File: src/verilog/ccs_pkg.sv
// Package of constants and carrier types for the charge cycle sequencer.
package ccs_pkg;
  // Register byte offsets.
  localparam logic [3:0] CCS_OFS_CTRL     = 4'h0;
  localparam logic [3:0] CCS_OFS_STATUS   = 4'h4;
  localparam logic [3:0] CCS_OFS_DEFAULTS = 4'h8;
  localparam logic [3:0] CCS_OFS_TIMER    = 4'hc;
  // Control register fields.
  localparam int CCS_CTRL_EN      = 0;
  localparam int CCS_CTRL_STATDIS = 1;
  localparam int CCS_CTRL_HALF    = 2;
  localparam int CCS_CTRL_TOPOFF  = 3;
  localparam int CCS_CTRL_RCH_LSB = 4;
  localparam int CCS_CTRL_CELL_LSB = 6;
  localparam logic [7:0] CCS_CTRL_RESET = 8'h05;
  // Status register fields.
  localparam int CCS_ST_PHASE_LSB = 0;
  localparam int CCS_ST_VLIM      = 3;
  localparam int CCS_ST_ILIM      = 4;
  localparam int CCS_ST_BATSW     = 5;
  localparam int CCS_ST_TSFLT     = 6;
  localparam int CCS_ST_TMRFLT    = 7;
  localparam int CCS_ST_SUPPL     = 8;
  // Phase codes.
  localparam logic [2:0] CCS_PH_NONE    = 3'h0;
  localparam logic [2:0] CCS_PH_TRICKLE = 3'h1;
  localparam logic [2:0] CCS_PH_PRE     = 3'h2;
  localparam logic [2:0] CCS_PH_FAST    = 3'h3;
  localparam logic [2:0] CCS_PH_TAPER   = 3'h4;
  localparam logic [2:0] CCS_PH_RSVD    = 3'h5;
  localparam logic [2:0] CCS_PH_TOPOFF  = 3'h6;
  localparam logic [2:0] CCS_PH_DONE    = 3'h7;
  // Currents in mA and voltages in mV.
  localparam logic [11:0] CCS_I_TRICKLE_MA = 12'h064;
  localparam logic [11:0] CCS_I_PRE_MA     = 12'h078;
  localparam logic [11:0] CCS_I_FAST_LO_MA = 12'h7d0;
  localparam logic [11:0] CCS_I_FAST_HI_MA = 12'h3e8;
  localparam logic [15:0] CCS_V_1S_MV      = 16'h1068;
  localparam logic [15:0] CCS_V_2S_MV      = 16'h20d0;
  localparam logic [15:0] CCS_V_3S_MV      = 16'h3138;
  localparam logic [15:0] CCS_V_4S_MV      = 16'h41a0;
  // Timing: clock rate, tick length in us and timer lengths in hours or ms.
  localparam int CCS_CLK_MHZ       = 50;
  localparam int CCS_TICK_US       = 1000;
  localparam int CCS_TICK_CYCLES   = CCS_TICK_US * CCS_CLK_MHZ;
  localparam int CCS_TRICKLE_HOURS = 1;
  localparam int CCS_PRE_HOURS     = 2;
  localparam int CCS_FAST_HOURS    = 12;
  localparam int CCS_MS_PER_HOUR   = 3600000;
  localparam int CCS_TOPOFF_MS     = 1800000;
  localparam int CCS_BLINK_MS      = 500;
  localparam logic [1:0] CCS_RESP_OKAY   = 2'h0;
  localparam logic [1:0] CCS_RESP_SLVERR = 2'h2;
  // Analog comparator and loop request levels from the power stage.
  typedef struct packed {
    logic ce_n;           // Charge enable pin, active low.
    logic conv_ready;     // Converter has started up.
    logic ts_fault;       // Thermistor sense fault.
    logic below_short;    // Battery below short threshold.
    logic below_lowv;     // Battery below low threshold.
    logic below_rechg;    // Battery below recharge threshold.
    logic below_term;     // Charge current below termination.
    logic cv_loop;        // Constant-voltage loop in control.
    logic thermal_reg;    // Thermal regulation active.
    logic in_over_i;      // Input current at adapter rating.
    logic in_sag_v;       // Input voltage sagging.
    logic vsys_below_min; // System below minimum voltage.
    logic vsys_below_bat; // System below battery voltage.
    logic below_depl;     // Battery below depletion threshold.
  } ccs_sense_t;
  typedef struct packed {
    logic [11:0] charge_current_ma; // Current target of the phase.
    logic        reduce_current;    // Minimum system voltage loop in control.
    logic        input_current_limit_loop;
    logic        input_voltage_limit_loop;
    logic        battery_switch;
    logic [1:0]  recharge_threshold_sel;
  } ccs_drive_t;
endpackage

File: src/verilog/ccs_sequencer.sv
// Charge cycle sequencer with AXI4-Lite register access.
//
// Overview of operation
// Enabled bit and low pin run cycle autonomously.
// Start needs converter, enables, no faults.
// Terminate on low current, high voltage, no limiting.
// Restart below selectable recharge threshold after done.
// Enable toggle after termination restarts cycle.
// Status pin low charging, high done, blinks fault.
// Status pin disable bit releases the pin.
// Phase codes 000 to 100 per phase.
// 101 reserved, 110 top-off, 111 done.
// Every phase code change pulses interrupt.
// Start phase chosen from sampled battery voltage.
// Trickle, pre, constant current, voltage, top-off.
// Default current by cell count, 2A/1A.
// Default voltage limit by cell count.
// Engage input current or voltage limiting.
// Reduce current when system voltage sags.
// Battery switch on for supplement, off at depletion.
// Limit status bits follow active limiting loops.
// Host may rewrite settings at any time.
// Fast safety timer defaults to twelve hours.
// Timer half rate under limiting if enabled.
// Phase 000 whenever start conditions fail; in done the code keeps 111 unless enable drops or the battery falls below recharge threshold.
`timescale 1ns/10ps
module ccs_sequencer
  import ccs_pkg::*;
#(
  parameter int TICK_CYCLES = CCS_TICK_CYCLES,
  parameter int TRICKLE_MS  = CCS_TRICKLE_HOURS * CCS_MS_PER_HOUR,
  parameter int PRE_MS      = CCS_PRE_HOURS * CCS_MS_PER_HOUR,
  parameter int FAST_MS     = CCS_FAST_HOURS * CCS_MS_PER_HOUR,
  parameter int TOPOFF_MS   = CCS_TOPOFF_MS,
  parameter int BLINK_MS    = CCS_BLINK_MS
) (
  input  wire logic        aclk,          // System clock, 50 MHz.
  input  wire logic        aresetn,       // Synchronous reset, active low.
  input  wire logic [3:0]  s_axi_awaddr,  // Write address.
  input  wire logic        s_axi_awvalid, // Write address valid.
  output logic             s_axi_awready, // Write address ready.
  input  wire logic [31:0] s_axi_wdata,   // Write data.
  input  wire logic [3:0]  s_axi_wstrb,   // Write byte strobes.
  input  wire logic        s_axi_wvalid,  // Write data valid.
  output logic             s_axi_wready,  // Write data ready.
  output logic [1:0]       s_axi_bresp,   // Write response.
  output logic             s_axi_bvalid,  // Write response valid.
  input  wire logic        s_axi_bready,  // Write response ready.
  input  wire logic [3:0]  s_axi_araddr,  // Read address.
  input  wire logic        s_axi_arvalid, // Read address valid.
  output logic             s_axi_arready, // Read address ready.
  output logic [31:0]      s_axi_rdata,   // Read data.
  output logic [1:0]       s_axi_rresp,   // Read response.
  output logic             s_axi_rvalid,  // Read data valid.
  input  wire logic        s_axi_rready,  // Read data ready.
  input  wire ccs_sense_t  sense_i,       // Asynchronous analog levels.
  output ccs_drive_t       drive_o,       // Power stage controls.
  output logic             stat_o,        // Status pin level, always low.
  output logic             stat_oe_n,     // Status pin enable, low drives.
  output logic [2:0]       charge_phase_code, // Present phase code.
  output logic             phase_int      // One-cycle pulse on phase change.
);

  typedef enum logic [7:0] {
    CCS_IDLE    = 8'h01,
    CCS_TRICKLE = 8'h02,
    CCS_PRE     = 8'h04,
    CCS_FAST    = 8'h08,
    CCS_TAPER   = 8'h10,
    CCS_TOPOFF  = 8'h20,
    CCS_DONE    = 8'h40,
    CCS_FAULT   = 8'h80
  } ccs_state_t;

  function automatic logic [11:0] ccs_fast_ma(input logic [1:0] cells);
    ccs_fast_ma = cells[1] ? CCS_I_FAST_HI_MA : CCS_I_FAST_LO_MA;
  endfunction

  function automatic logic [15:0] ccs_vreg_mv(input logic [1:0] cells);
    case (cells)
      2'h0:    ccs_vreg_mv = CCS_V_1S_MV;
      2'h1:    ccs_vreg_mv = CCS_V_2S_MV;
      2'h2:    ccs_vreg_mv = CCS_V_3S_MV;
      default: ccs_vreg_mv = CCS_V_4S_MV;
    endcase
  endfunction

  ccs_sense_t  meta_q, sync_q;
  ccs_state_t  state_q, state_d;
  logic [7:0]  ctrl_q;
  logic [31:0] tick_cnt_q, tmr_q, blink_cnt_q, tmr_limit;
  logic        tick, alt_q, half_q, tmr_fault_q, suppl_q, blink_q, en_prev_q;
  logic [2:0]  phase_d, phase_q;
  logic        int_q, stat_oe_n_q;
  logic        aw_held_q, w_held_q;
  logic [3:0]  aw_addr_q;
  logic [31:0] w_data_q;
  logic [3:0]  w_strb_q;
  logic        en, start_ok, limiting, charging, term_ok, stage_change;

  // Analog levels arrive unsynchronised and pass two flops.
  always_ff @(posedge aclk) begin
    meta_q <= sense_i;
    sync_q <= meta_q;
  end

  // Enable from both bit and pin.
  assign en       = ctrl_q[CCS_CTRL_EN] && !sync_q.ce_n;
  // start qualification
  assign start_ok = en && sync_q.conv_ready && !sync_q.ts_fault && !tmr_fault_q;
  assign limiting = drive_o.input_current_limit_loop || drive_o.input_voltage_limit_loop || sync_q.thermal_reg;
  assign charging = state_q inside {CCS_TRICKLE, CCS_PRE, CCS_FAST, CCS_TAPER, CCS_TOPOFF};
  // termination test
  assign term_ok  = sync_q.below_term && !sync_q.below_rechg && !limiting;

  // autonomous cycle
  always_comb begin
    state_d = state_q;
    case (state_q)
      CCS_IDLE: begin
        // phase from sampled battery voltage
        if (start_ok) begin
          if (sync_q.below_short) begin
            state_d = CCS_TRICKLE;
          end else if (sync_q.below_lowv) begin
            state_d = CCS_PRE;
          end else begin
            state_d = CCS_FAST;
          end
        end
      end
      // phase sequence
      CCS_TRICKLE: begin
        if (!sync_q.below_short) begin
          state_d = CCS_PRE;
        end
      end
      CCS_PRE: begin
        if (sync_q.below_short) begin
          state_d = CCS_TRICKLE;
        end else if (!sync_q.below_lowv) begin
          state_d = CCS_FAST;
        end
      end
      CCS_FAST: begin
        if (sync_q.below_lowv) begin
          state_d = CCS_PRE;
        end else if (sync_q.cv_loop) begin
          state_d = CCS_TAPER;
        end
      end
      CCS_TAPER: begin
        if (term_ok) begin
          state_d = ctrl_q[CCS_CTRL_TOPOFF] ? CCS_TOPOFF : CCS_DONE;
        end
      end
      CCS_TOPOFF: begin
        if (tmr_q >= tmr_limit) begin
          state_d = CCS_DONE;
        end
      end
      // recharge restart
      CCS_DONE: begin
        if (sync_q.below_rechg) begin
          state_d = CCS_IDLE;
        end
      end
      CCS_FAULT: begin
        if (!sync_q.ts_fault && !tmr_fault_q) begin
          state_d = CCS_IDLE;
        end
      end
      default: state_d = CCS_IDLE;
    endcase
    // lost start conditions
    if (state_q != CCS_IDLE && state_q != CCS_DONE && state_q != CCS_FAULT) begin
      if (sync_q.ts_fault || tmr_fault_q) begin
        state_d = CCS_FAULT;
      end else if (!en || !sync_q.conv_ready) begin
        state_d = CCS_IDLE;
      end
    end
    // enable toggle leaves done
    if ((state_q == CCS_DONE || state_q == CCS_FAULT) && !en) begin
      state_d = CCS_IDLE;
    end
  end

  always_ff @(posedge aclk) begin
    if (!aresetn) begin
      state_q <= CCS_IDLE;
    end else begin
      state_q <= state_d;
    end
  end

  // phase codes, R9 covers 110 and 111; 101 is never produced.
  always_comb begin
    case (state_q)
      CCS_TRICKLE: phase_d = CCS_PH_TRICKLE;
      CCS_PRE:     phase_d = CCS_PH_PRE;
      CCS_FAST:    phase_d = CCS_PH_FAST;
      CCS_TAPER:   phase_d = CCS_PH_TAPER;
      CCS_TOPOFF:  phase_d = CCS_PH_TOPOFF;
      CCS_DONE:    phase_d = CCS_PH_DONE;
      default:     phase_d = CCS_PH_NONE;
    endcase
  end

  // interrupt on phase change
  always_ff @(posedge aclk) begin
    if (!aresetn) begin
      phase_q <= CCS_PH_NONE;
      int_q   <= 1'b0;
    end else begin
      phase_q <= phase_d;
      int_q   <= (phase_d != phase_q);
    end
  end
  assign charge_phase_code = phase_q;
  assign phase_int         = int_q;

  // Millisecond tick divider.
  always_ff @(posedge aclk) begin
    if (!aresetn || tick) begin
      tick_cnt_q <= 32'h0;
    end else begin
      tick_cnt_q <= tick_cnt_q + 32'h1;
    end
  end
  assign tick = (tick_cnt_q == 32'(TICK_CYCLES - 1));

  // half rate latched while limiting
  always_ff @(posedge aclk) begin
    if (!aresetn) begin
      half_q <= 1'b1;
      alt_q  <= 1'b0;
    end else begin
      if (!limiting) begin
        half_q <= ctrl_q[CCS_CTRL_HALF];
      end
      if (tick) begin
        alt_q <= !alt_q;
      end
    end
  end

  // timer limits per stage
  always_comb begin
    case (state_q)
      CCS_TRICKLE: tmr_limit = 32'(TRICKLE_MS);
      CCS_PRE:     tmr_limit = 32'(PRE_MS);
      CCS_TOPOFF:  tmr_limit = 32'(TOPOFF_MS);
      default:     tmr_limit = 32'(FAST_MS);
    endcase
  end
  assign stage_change = (state_d != state_q);

  // Safety timer, suspended in supplement mode and restarted each stage.
  always_ff @(posedge aclk) begin
    if (!aresetn || !charging || stage_change) begin
      tmr_q <= 32'h0;
    end else if (tick && !suppl_q && (!(limiting && half_q) || alt_q)) begin
      tmr_q <= tmr_q + 32'h1;
    end
  end

  always_ff @(posedge aclk) begin
    if (!aresetn || !en) begin
      tmr_fault_q <= 1'b0;
    end else if (charging && state_q != CCS_TOPOFF && tmr_q >= tmr_limit) begin
      tmr_fault_q <= 1'b1;
    end
  end

  // supplement mode switch
  always_ff @(posedge aclk) begin
    if (!aresetn) begin
      suppl_q <= 1'b0;
    end else if (sync_q.below_depl) begin
      suppl_q <= 1'b0;
    end else if (sync_q.vsys_below_bat) begin
      suppl_q <= 1'b1;
    end
  end

  // Power stage controls, all from flops.
  always_ff @(posedge aclk) begin
    if (!aresetn) begin
      drive_o <= '0;
    end else begin
      // phase current, R13 default fast current
      case (state_q)
        CCS_TRICKLE: drive_o.charge_current_ma <= CCS_I_TRICKLE_MA;
        CCS_PRE:     drive_o.charge_current_ma <= CCS_I_PRE_MA;
        CCS_FAST, CCS_TAPER, CCS_TOPOFF: begin
          drive_o.charge_current_ma <= ccs_fast_ma(ctrl_q[CCS_CTRL_CELL_LSB +: 2]);
        end
        default:     drive_o.charge_current_ma <= 12'h000;
      endcase
      // minimum system voltage loop
      drive_o.reduce_current <= charging && sync_q.vsys_below_min;
      // input limiting loops
      drive_o.input_current_limit_loop <= sync_q.in_over_i;
      drive_o.input_voltage_limit_loop <= sync_q.in_sag_v;
      drive_o.battery_switch           <= charging || suppl_q;
      // recharge threshold select
      drive_o.recharge_threshold_sel   <= ctrl_q[CCS_CTRL_RCH_LSB +: 2];
    end
  end

  // Blink divider for the fault indication.
  always_ff @(posedge aclk) begin
    if (!aresetn || state_q != CCS_FAULT) begin
      blink_cnt_q <= 32'h0;
      blink_q     <= 1'b0;
    end else if (tick) begin
      if (blink_cnt_q == 32'(BLINK_MS - 1)) begin
        blink_cnt_q <= 32'h0;
        blink_q     <= !blink_q;
      end else begin
        blink_cnt_q <= blink_cnt_q + 32'h1;
      end
    end
  end

  // status pin level
  always_ff @(posedge aclk) begin
    if (!aresetn) begin
      stat_oe_n_q <= 1'b1;
    end else if (ctrl_q[CCS_CTRL_STATDIS]) begin
      // pin released when disabled
      stat_oe_n_q <= 1'b1;
    end else if (state_q == CCS_FAULT) begin
      stat_oe_n_q <= blink_q;
    end else begin
      stat_oe_n_q <= !charging;
    end
  end
  assign stat_o    = 1'b0;
  assign stat_oe_n = stat_oe_n_q;

  // Write channel: address and data taken in either order.
  assign s_axi_awready = !aw_held_q && !s_axi_bvalid;
  assign s_axi_wready  = !w_held_q && !s_axi_bvalid;

  always_ff @(posedge aclk) begin
    if (!aresetn) begin
      aw_held_q <= 1'b0;
      w_held_q  <= 1'b0;
      aw_addr_q <= 4'h0;
      w_data_q  <= 32'h0;
      w_strb_q  <= 4'h0;
    end else if (aw_held_q && w_held_q) begin
      aw_held_q <= 1'b0;
      w_held_q  <= 1'b0;
    end else begin
      if (s_axi_awvalid && s_axi_awready) begin
        aw_held_q <= 1'b1;
        aw_addr_q <= s_axi_awaddr;
      end
      if (s_axi_wvalid && s_axi_wready) begin
        w_held_q <= 1'b1;
        w_data_q <= s_axi_wdata;
        w_strb_q <= s_axi_wstrb;
      end
    end
  end

  // host writes control at any time
  always_ff @(posedge aclk) begin
    if (!aresetn) begin
      ctrl_q       <= CCS_CTRL_RESET;
      s_axi_bvalid <= 1'b0;
      s_axi_bresp  <= CCS_RESP_OKAY;
    end else if (aw_held_q && w_held_q) begin
      s_axi_bvalid <= 1'b1;
      if (aw_addr_q[3:2] == CCS_OFS_CTRL[3:2]) begin
        s_axi_bresp <= CCS_RESP_OKAY;
        if (w_strb_q[0]) begin
          ctrl_q <= w_data_q[7:0];
        end
      end else if (aw_addr_q[3:2] == CCS_OFS_STATUS[3:2] || aw_addr_q[3:2] == CCS_OFS_DEFAULTS[3:2]
                   || aw_addr_q[3:2] == CCS_OFS_TIMER[3:2]) begin
        s_axi_bresp <= CCS_RESP_OKAY;
      end else begin
        s_axi_bresp <= CCS_RESP_SLVERR;
      end
    end else if (s_axi_bready) begin
      s_axi_bvalid <= 1'b0;
    end
  end

  // Read channel answers one cycle after the address is taken.
  assign s_axi_arready = !s_axi_rvalid;

  always_ff @(posedge aclk) begin
    if (!aresetn) begin
      s_axi_rvalid <= 1'b0;
      s_axi_rdata  <= 32'h0;
      s_axi_rresp  <= CCS_RESP_OKAY;
    end else if (s_axi_arvalid && s_axi_arready) begin
      s_axi_rvalid <= 1'b1;
      s_axi_rresp  <= CCS_RESP_OKAY;
      if (s_axi_araddr[3:2] == CCS_OFS_CTRL[3:2]) begin
        s_axi_rdata <= {24'h0, ctrl_q};
      end else if (s_axi_araddr[3:2] == CCS_OFS_STATUS[3:2]) begin
        // limit status bits
        s_axi_rdata <= {23'h0, suppl_q, tmr_fault_q, sync_q.ts_fault, drive_o.battery_switch,
                        drive_o.input_current_limit_loop, drive_o.input_voltage_limit_loop, phase_q};
      end else if (s_axi_araddr[3:2] == CCS_OFS_DEFAULTS[3:2]) begin
        // default voltage limit
        s_axi_rdata <= {ccs_vreg_mv(ctrl_q[CCS_CTRL_CELL_LSB +: 2]), 4'h0,
                        ccs_fast_ma(ctrl_q[CCS_CTRL_CELL_LSB +: 2])};
      end else begin
        s_axi_rdata <= tmr_q;
      end
    end else if (s_axi_rready) begin
      s_axi_rvalid <= 1'b0;
    end
  end
endmodule
File: config.mk
export PLATFORM = sky130hd
export DESIGN_NAME = ccs_sequencer
export DESIGN_NICKNAME = d
export VERILOG_FILES = /design/src/verilog/ccs_pkg.sv /design/src/verilog/ccs_sequencer.sv
export SDC_FILE = /design/constraint.sdc
export NUM_CORES = 1
export LEC_CHECK = 0
export BUFFER_PORTS_ARGS = -buffer_cell sky130_fd_sc_hd__clkbuf_2
export CAP_MARGIN = 20
export CORE_MARGIN = 2
export CORE_UTILIZATION = 60
export DETAILED_ROUTE_END_ITERATION = 7
export GPL_TIMING_DRIVEN = 1
export PLACE_DENSITY = 0.82
export SKIP_LAST_GASP = 1
export SYNTH_ARGS = -nofsm -noshare
export SYNTH_HDL_FRONTEND = slang
export SYNTH_SLANG_ARGS = --single-unit
File: constraint.sdc
create_clock -name aclk -period 5.4 [get_ports aclk]
set_input_delay 0.27 -clock aclk [delete_from_list [all_inputs] [get_ports aclk]]
set_output_delay 0.27 -clock aclk [all_outputs]
set_load 0.02 [all_outputs]
# Word level (Yosys, flattened, before mapping)
# Cells that the tools add are included.
[word_totals] register_bits=219
[classes] addsub=3 magnitude_cmp=1 eq_ne=23 mux=34 bitwise=2 n_reduce_logical=67
[op_table] op="32-bit two-way mux" count=4
[op_table] op="8-bit two-way mux" count=14
[op_table] op="32-bit by 1-bit adder with 32-bit output, second input constant" count=3
[op_table] op="26-bit case mux with 3 select lines" count=1
[op_table] op="8-bit case mux with 8 select lines" count=1
[op_table] op="15-bit case mux with 3 select lines" count=1
[op_table] op="11-bit case mux with 3 select lines" count=1
[op_table] op="32-bit by 16-bit == test with 1-bit output, second input constant" count=1
[op_table] op="32-bit by 9-bit == test with 1-bit output, second input constant" count=1
[op_table] op="32-bit greater-or-equal comparator" count=1
[op_table] op="1-bit logical AND" count=22
[op_table] op="3-bit case mux with 6 select lines" count=1
[op_table] op="1-bit logical NOT" count=17
[op_table] op="1-bit logical OR" count=14
[op_table] op="11-bit two-way mux" count=1
[op_table] op="2-bit == test, second input constant" count=4
[op_table] op="8-bit by 1-bit == test with 1-bit output, second input constant" count=1
[op_table] op="8-bit by 2-bit == test with 1-bit output, second input constant" count=1
[op_table] op="8-bit by 3-bit == test with 1-bit output, second input constant" count=1
[op_table] op="8-bit by 4-bit == test with 1-bit output, second input constant" count=1
[op_table] op="8-bit by 5-bit == test with 1-bit output, second input constant" count=1
[op_table] op="8-bit by 6-bit == test with 1-bit output, second input constant" count=1
[op_table] op="8-bit by 7-bit == test with 1-bit output, second input constant" count=1
[op_table] op="8-bit == test, second input constant" count=1
[op_table] op="other kinds (19)" count=35

# Depth between registers and ports, before layout
[depth] ltp_word=13 depth_mapped=14

# Worst setup path before layout
# Ideal clock, no wire load.
[synth_timing] kind="register -> register" start="reg state_q[4]" end="reg tmr_q[0]" setup_time_ps=92 t_arrival_ps=3508 required_time_ps=5308 setup_slack_ps=1800 path_stages_with_launch=14 n_path_buf=3 path_cell_list="dfxtp_1 clkbuf_1 or4_1 or4_1 buf_2 nand2_1 ha_1 a211o_1 a22oi_1 nor4b_1 a311oi_1 o21bai_1 buf_2 nor4_1"
[synth_via] elab_chain_cells=11
[synth_lines] item="start, declared" line_no="ccs_sequencer.sv:89" rtl="ccs_state_t state_q, state_d;"
[synth_lines] item="start signal, assigned" line_no="ccs_sequencer.sv:193" rtl="state_q <= state_d;"
[synth_lines] item="8-bit by 6-bit == test with 1-bit output, or another cell as far along" line_no="ccs_sequencer.sv:112, ccs_sequencer.sv:119, ccs_sequencer.sv:250"
[synth_lines] item="26-bit case mux with 3 select lines" line_no="ccs_sequencer.sv:250" rtl="case (state_q)"
[synth_lines] item="32-bit greater-or-equal comparator" line_no="ccs_sequencer.sv:158" rtl="if (tmr_q >= tmr_limit) begin"
[synth_lines] item="8-bit two-way mux" line_no="ccs_sequencer.sv:158"
[synth_lines] item="8-bit case mux with 8 select lines" line_no="ccs_sequencer.sv:119" rtl="case (state_q)"
[synth_lines] item="8-bit two-way mux" line_no="ccs_sequencer.sv:179" rtl="end else if (!en || !sync_q.conv_ready) begin"
[synth_lines] item="8-bit two-way mux" line_no="ccs_sequencer.sv:177" rtl="if (sync_q.ts_fault || tmr_fault_q) begin"
[synth_lines] item="8-bit two-way mux" line_no="ccs_sequencer.sv:176" rtl="if (state_q != CCS_IDLE && state_q != CCS_DONE && state_q != CCS_FAULT) begin"
[synth_lines] item="8-bit two-way mux" line_no="ccs_sequencer.sv:184" rtl="if ((state_q == CCS_DONE || state_q == CCS_FAULT) && !en) begin"
[synth_lines] item="8-bit != test" line_no="ccs_sequencer.sv:257" rtl="assign stage_change = (state_d != state_q);"
[synth_lines] item="1-bit logical OR (*)" line_no="ccs_sequencer.sv:261" rtl="if (!aresetn || !charging || stage_change) begin"
[synth_lines] item="end signal, assigned" line_no="ccs_sequencer.sv:264" rtl="tmr_q <= tmr_q + 32'h1;"
[synth_lines] item="end, declared" line_no="ccs_sequencer.sv:91" rtl="logic [31:0] tick_cnt_q, tmr_q, blink_cnt_q, tmr_limit;"
# Mark *: on every way between the ends. The rest lies on a longest branch, timed or not.
# A chain may end at the register's enable or synchronous reset.

# Worst setup path in the final report
[layout_timing] start="reg state_q[0]" end="reg tmr_q[3]"
# The elaborated chain is that of the path after synthesis.

==> metrics.md <==
| Metric | Value |
|---|---|
| Run status | complete, no violations |
| Core box area | 0.01571 mm² |
| Adder-Cell Fraction of Synth Area | 3.530% |
| ANT cells | 0 |
| Ratio of cells with drive above 1 in the final layout | 12.70% |
| Least-Margin Pin Slew | 1.043 ns |
| Power density cells | 309.7 mW/mm² |
| Critical R2R Capture | tmr_q[3] |
| CP required | 5.74 ns |
| Hold Path Cell Cnt | 3 |
| Largest family of logic cells by synthesized area | simple AND/OR/NAND/NOR gates |
| Std-Cell Rows | 46 |
| Fin Setup TNS | 0 ns |
| Setup repair bufs after CTS | 0 |
| Pleak | 4.244 nW |
| Wirelength per Cell | 16.40 µm |
| Multiplexer area fraction after synthesis | 2.720% |
| GPL Wtd Cong | 0.9168 |
| Switch Pwr | 760.7 µW |
| Worst vdd ir | 245.4 µV |
| Sequential area share after synthesis | 44.14% |
| Area delta synth->final | 15.98% |
| Final ANT Viol Nets | 0 |
| Worst-Skew Late Latency | 0.51 ns |
| Fill cells | 1208 |
| Htree depth | 1 |
| # DRC | 0 |
| Fin Hold WS | 0.01688 ns |
| Initial antenna violation count | 0 |
| First-pass GRT wire length | 36.47 mm |
| Vias in the first global route | 7393 |
| Clock buffer depth | 3 |
| Grt total ovfl | 0 |
| Cell-internal power | 2.677 mW |
| Port Buffers | 91 |
| Initial Util | 60.90% |
| Fin crit share | 89.27% |
| CTS tree | built |
| Syn. warnings | 0 |
| Final Max Slew Viols | 0 |
| Die area | 0.01697 mm² |
| Average size of a mapped cell | 8.844 µm² |
| Post-layout min period | 4.821 ns |
| Fin nets | 1258 |
| Post-Route WL | 22.92 mm |
| Slowest-stage cell, CP | a311oi_4 |
| Worst Hold Launch | s_axi_wdata[2] |
| Clock slew at reported path FFs | 0.06 ns |
| Synth Area in Simple Gates | 27.88% |
| Hpwl dp | 15.33 mm |
| Max-Cap Viols | 0 |
| Critical path peak fanout | 22 |
| Worst Hold Path EP | w_data_q[2] |
| Final setup viols | 0 |
| Combinational power share | 6.0% |
| Fmax | 207.4 MHz |
| Cell area after synthesis | 0.009569 mm² |
| Initial DRC count | 638 |
| Post-synth EDFFs | 0 |
| Crit Path Class | reg2reg |
| Setup Slack @ Placement | 0.7671 ns |
| Xor/xnor share of the synthesized area | 8.054% |
| Hold Violations, Final | 0 |
| Largest net degree at the start of global routing | 57 |
| Worst r2r src | state_q[0] |
| Top FF cell, synth | dfxtp_1 |
| CP endpoint kind | flop |
| Detail-routed via count per cell | 5.797 |
| CTS Buf Count | 22 |
| Clock power frac | 47.1% |
| Reg2reg path depth | 11 |
| Switching share of power | 22.13% |
| Flop pwr share | 46.8% |
| Unrepaired setup endpoints after global routing | no |
| Via count | 8098 |
| CP Cell Sequence | or4_1, or4_1, nand2_1, inv_1, ha_1, nand4_1, nor4_1, o41ai_1, a311oi_4, o21bai_1, nor4_1 |
| Hold Crit Class | in2reg |
| Post-CTS Resized | 0 |
| Worst reg-to-reg setup slack | 0.58 ns |
| Skew final | 0.007541 ns |
| Die Ht | 130.3 µm |
| FFs w/ async S/R, synth | 0% |
| Synth Instances | 1082 |
| Slowest Stage Delay on Critical Path | 0.92 ns |
| Synthesized flop and latch total | 211 |
| CTS Hold Bufs | 18 |
| Synth Area in Compound Gates | 9.571% |
| Total track usage | 26.59% |
| CP startpoint kind | flop |
| Max-slew headroom | 30.49% |
| Post-synth cell types | 68 |
| CP arrival | 5.16 ns |
| DRT Pass-1 Iters | 5 |
| Root Driver | clkbuf_16 |
| Top Ports | 130 |
| Num Clock Sinks | 211 |
| Die X | 130.3 µm |
| Setup WS post-layout | 0.5794 ns |
-- flip-flops by register name (all words and copies together), names as in the netlist, 2 cells and up --
| name | cells |
|---|---|
| tmr_q | 32 |
| drive_o | 13 |
| s_axi_rdata | 32 |
| state_q | 8 |
| blink_cnt_q | 32 |
| charge_phase_code | 3 |
| ctrl_q | 8 |
| aw_addr_q | 2 |
| meta_q | 14 |
| tick_cnt_q | 32 |
| sync_q | 14 |
| w_data_q | 8 |
-- cells in the final DEF, fill, tap and decap left out, drive strengths merged, types with 28 or more instances in the layout --
cell type and n:
nor2 113, xnor2 48, a21oi 28, inv 30, nor2b 37, xor2 40, nand2 109, nand4 32
nand3 30, nor4 54, dfxtp 211, clkbuf 125
-- logic make-up after synthesis --
| logic type | Yosys count |
|---|---|
| buffers and inverters | 91 |
| DFF | 211 |
| and+or+nand+nor | 506 |
| xor gates and xnor gates | 88 |
| other | 1 |
| AOI/OAI and AO/OA | 136 |
| muxes | 22 |
| adders and majority gates | 27 |
-- power by group through the flow --
stage               Sequential [mW]  Clock, mW  Combinational (mW)
floorplan                      1.64          0               0.134
global placement               1.64          0               0.188
detailed placement             1.64          0               0.191
CTS                            1.61       1.64               0.202
global route                   1.61       1.71               0.226
finish                         1.61       1.62               0.208
-- per-layer routing --
metal,vias to the layer above,wire length (µm),GRT usage [%]
met4,0,509,7.653
met1,3791,10280,37.35
li1,3960,-,-
met5,-,0,0
met2,296,10360,41.67
met3,51,1764,5.453
-- worst max-delay path by stage --
stage,start,endpoint,slack [ns],cells past startpoint
floorplan,state_q[4],tmr_q[0],1.80,13
global placement,state_q[0],tmr_q[15],0.86,11
detailed placement,state_q[0],tmr_q[13],0.77,10
CTS,state_q[0],tmr_q[3],0.70,10
global route,state_q[0],tmr_q[3],0.28,11
finish,state_q[0],tmr_q[3],0.58,11
-- per-stage QoR --
step / utilization [%] / area [µm²] / power (mW) / cells
6_report: 70.63 / 11100 / 3.438 / 1397
5_1_grt: 70.63 / 11100 / 3.545 / 1397
4_1_cts: 70.36 / 11060 / 3.448 / 1395
3_5_place_dp: 64.21 / 10090 / 1.834 / 1338
3_3_place_gp: 64.21 / 10090 / 1.830 / 1338
2_1_floorplan: - / 9592 / 1.778 / 1088
-- synthesized netlist by cell type (all sizes together), types with 4 or more instances --
master | n | area share (%)
nor4 | 54 | 3.6
nor2b | 37 | 2.4
nand2b | 4 | 0.26
a21oi | 28 | 1.5
or4 | 7 | 0.59
nand4 | 32 | 2.1
nor2 | 113 | 4.4
ha | 27 | 3.5
xnor2 | 48 | 4.4
o21a | 4 | 0.31
nor3 | 22 | 1.2
or2 | 6 | 0.39
nand2 | 109 | 4.3
nor3b | 4 | 0.31
or3 | 15 | 0.98
mux2i | 17 | 1.8
dfxtp | 211 | 44
o211a | 4 | 0.42
inv | 30 | 1.2
clkbuf | 44 | 1.7
a21boi | 23 | 1.8
o21ai | 24 | 1.3
a31oi | 5 | 0.33
nand3 | 30 | 1.6
a21o | 5 | 0.39
a22oi | 15 | 1.2
buf | 17 | 1.2
and4 | 15 | 1.4
xor2 | 40 | 3.7
nand4b | 4 | 0.37
o221ai | 4 | 0.37
and3 | 19 | 1.2
and2 | 20 | 1.3
-- layout make-up --
type | count | area (µm²) | area share, %
clock buffer | 34 | 686.9 | 6.189
clock inverter | 5 | 100.1 | 0.9019
inverter | 30 | 112.6 | 1.015
multi-input combinational | 786 | 4996 | 45.02
sequential | 211 | 4224 | 38.06
tap | 216 | 270.3 | 2.435
timing repair buffer | 115 | 708.2 | 6.381
-- critical path: cells and delay by family (launching register included) --
kind | cells | cell delay, ns
buffers and inverters | 1 | 0.06
AND/OR/NAND/NOR | 6 | 2.24
flip-flops | 1 | 0.36
AO/OA/AOI/OAI | 3 | 1.70
adder cells (fa/ha/maj) | 1 | 0.29
No activity file was read; power rests on OpenSTA's default activity.
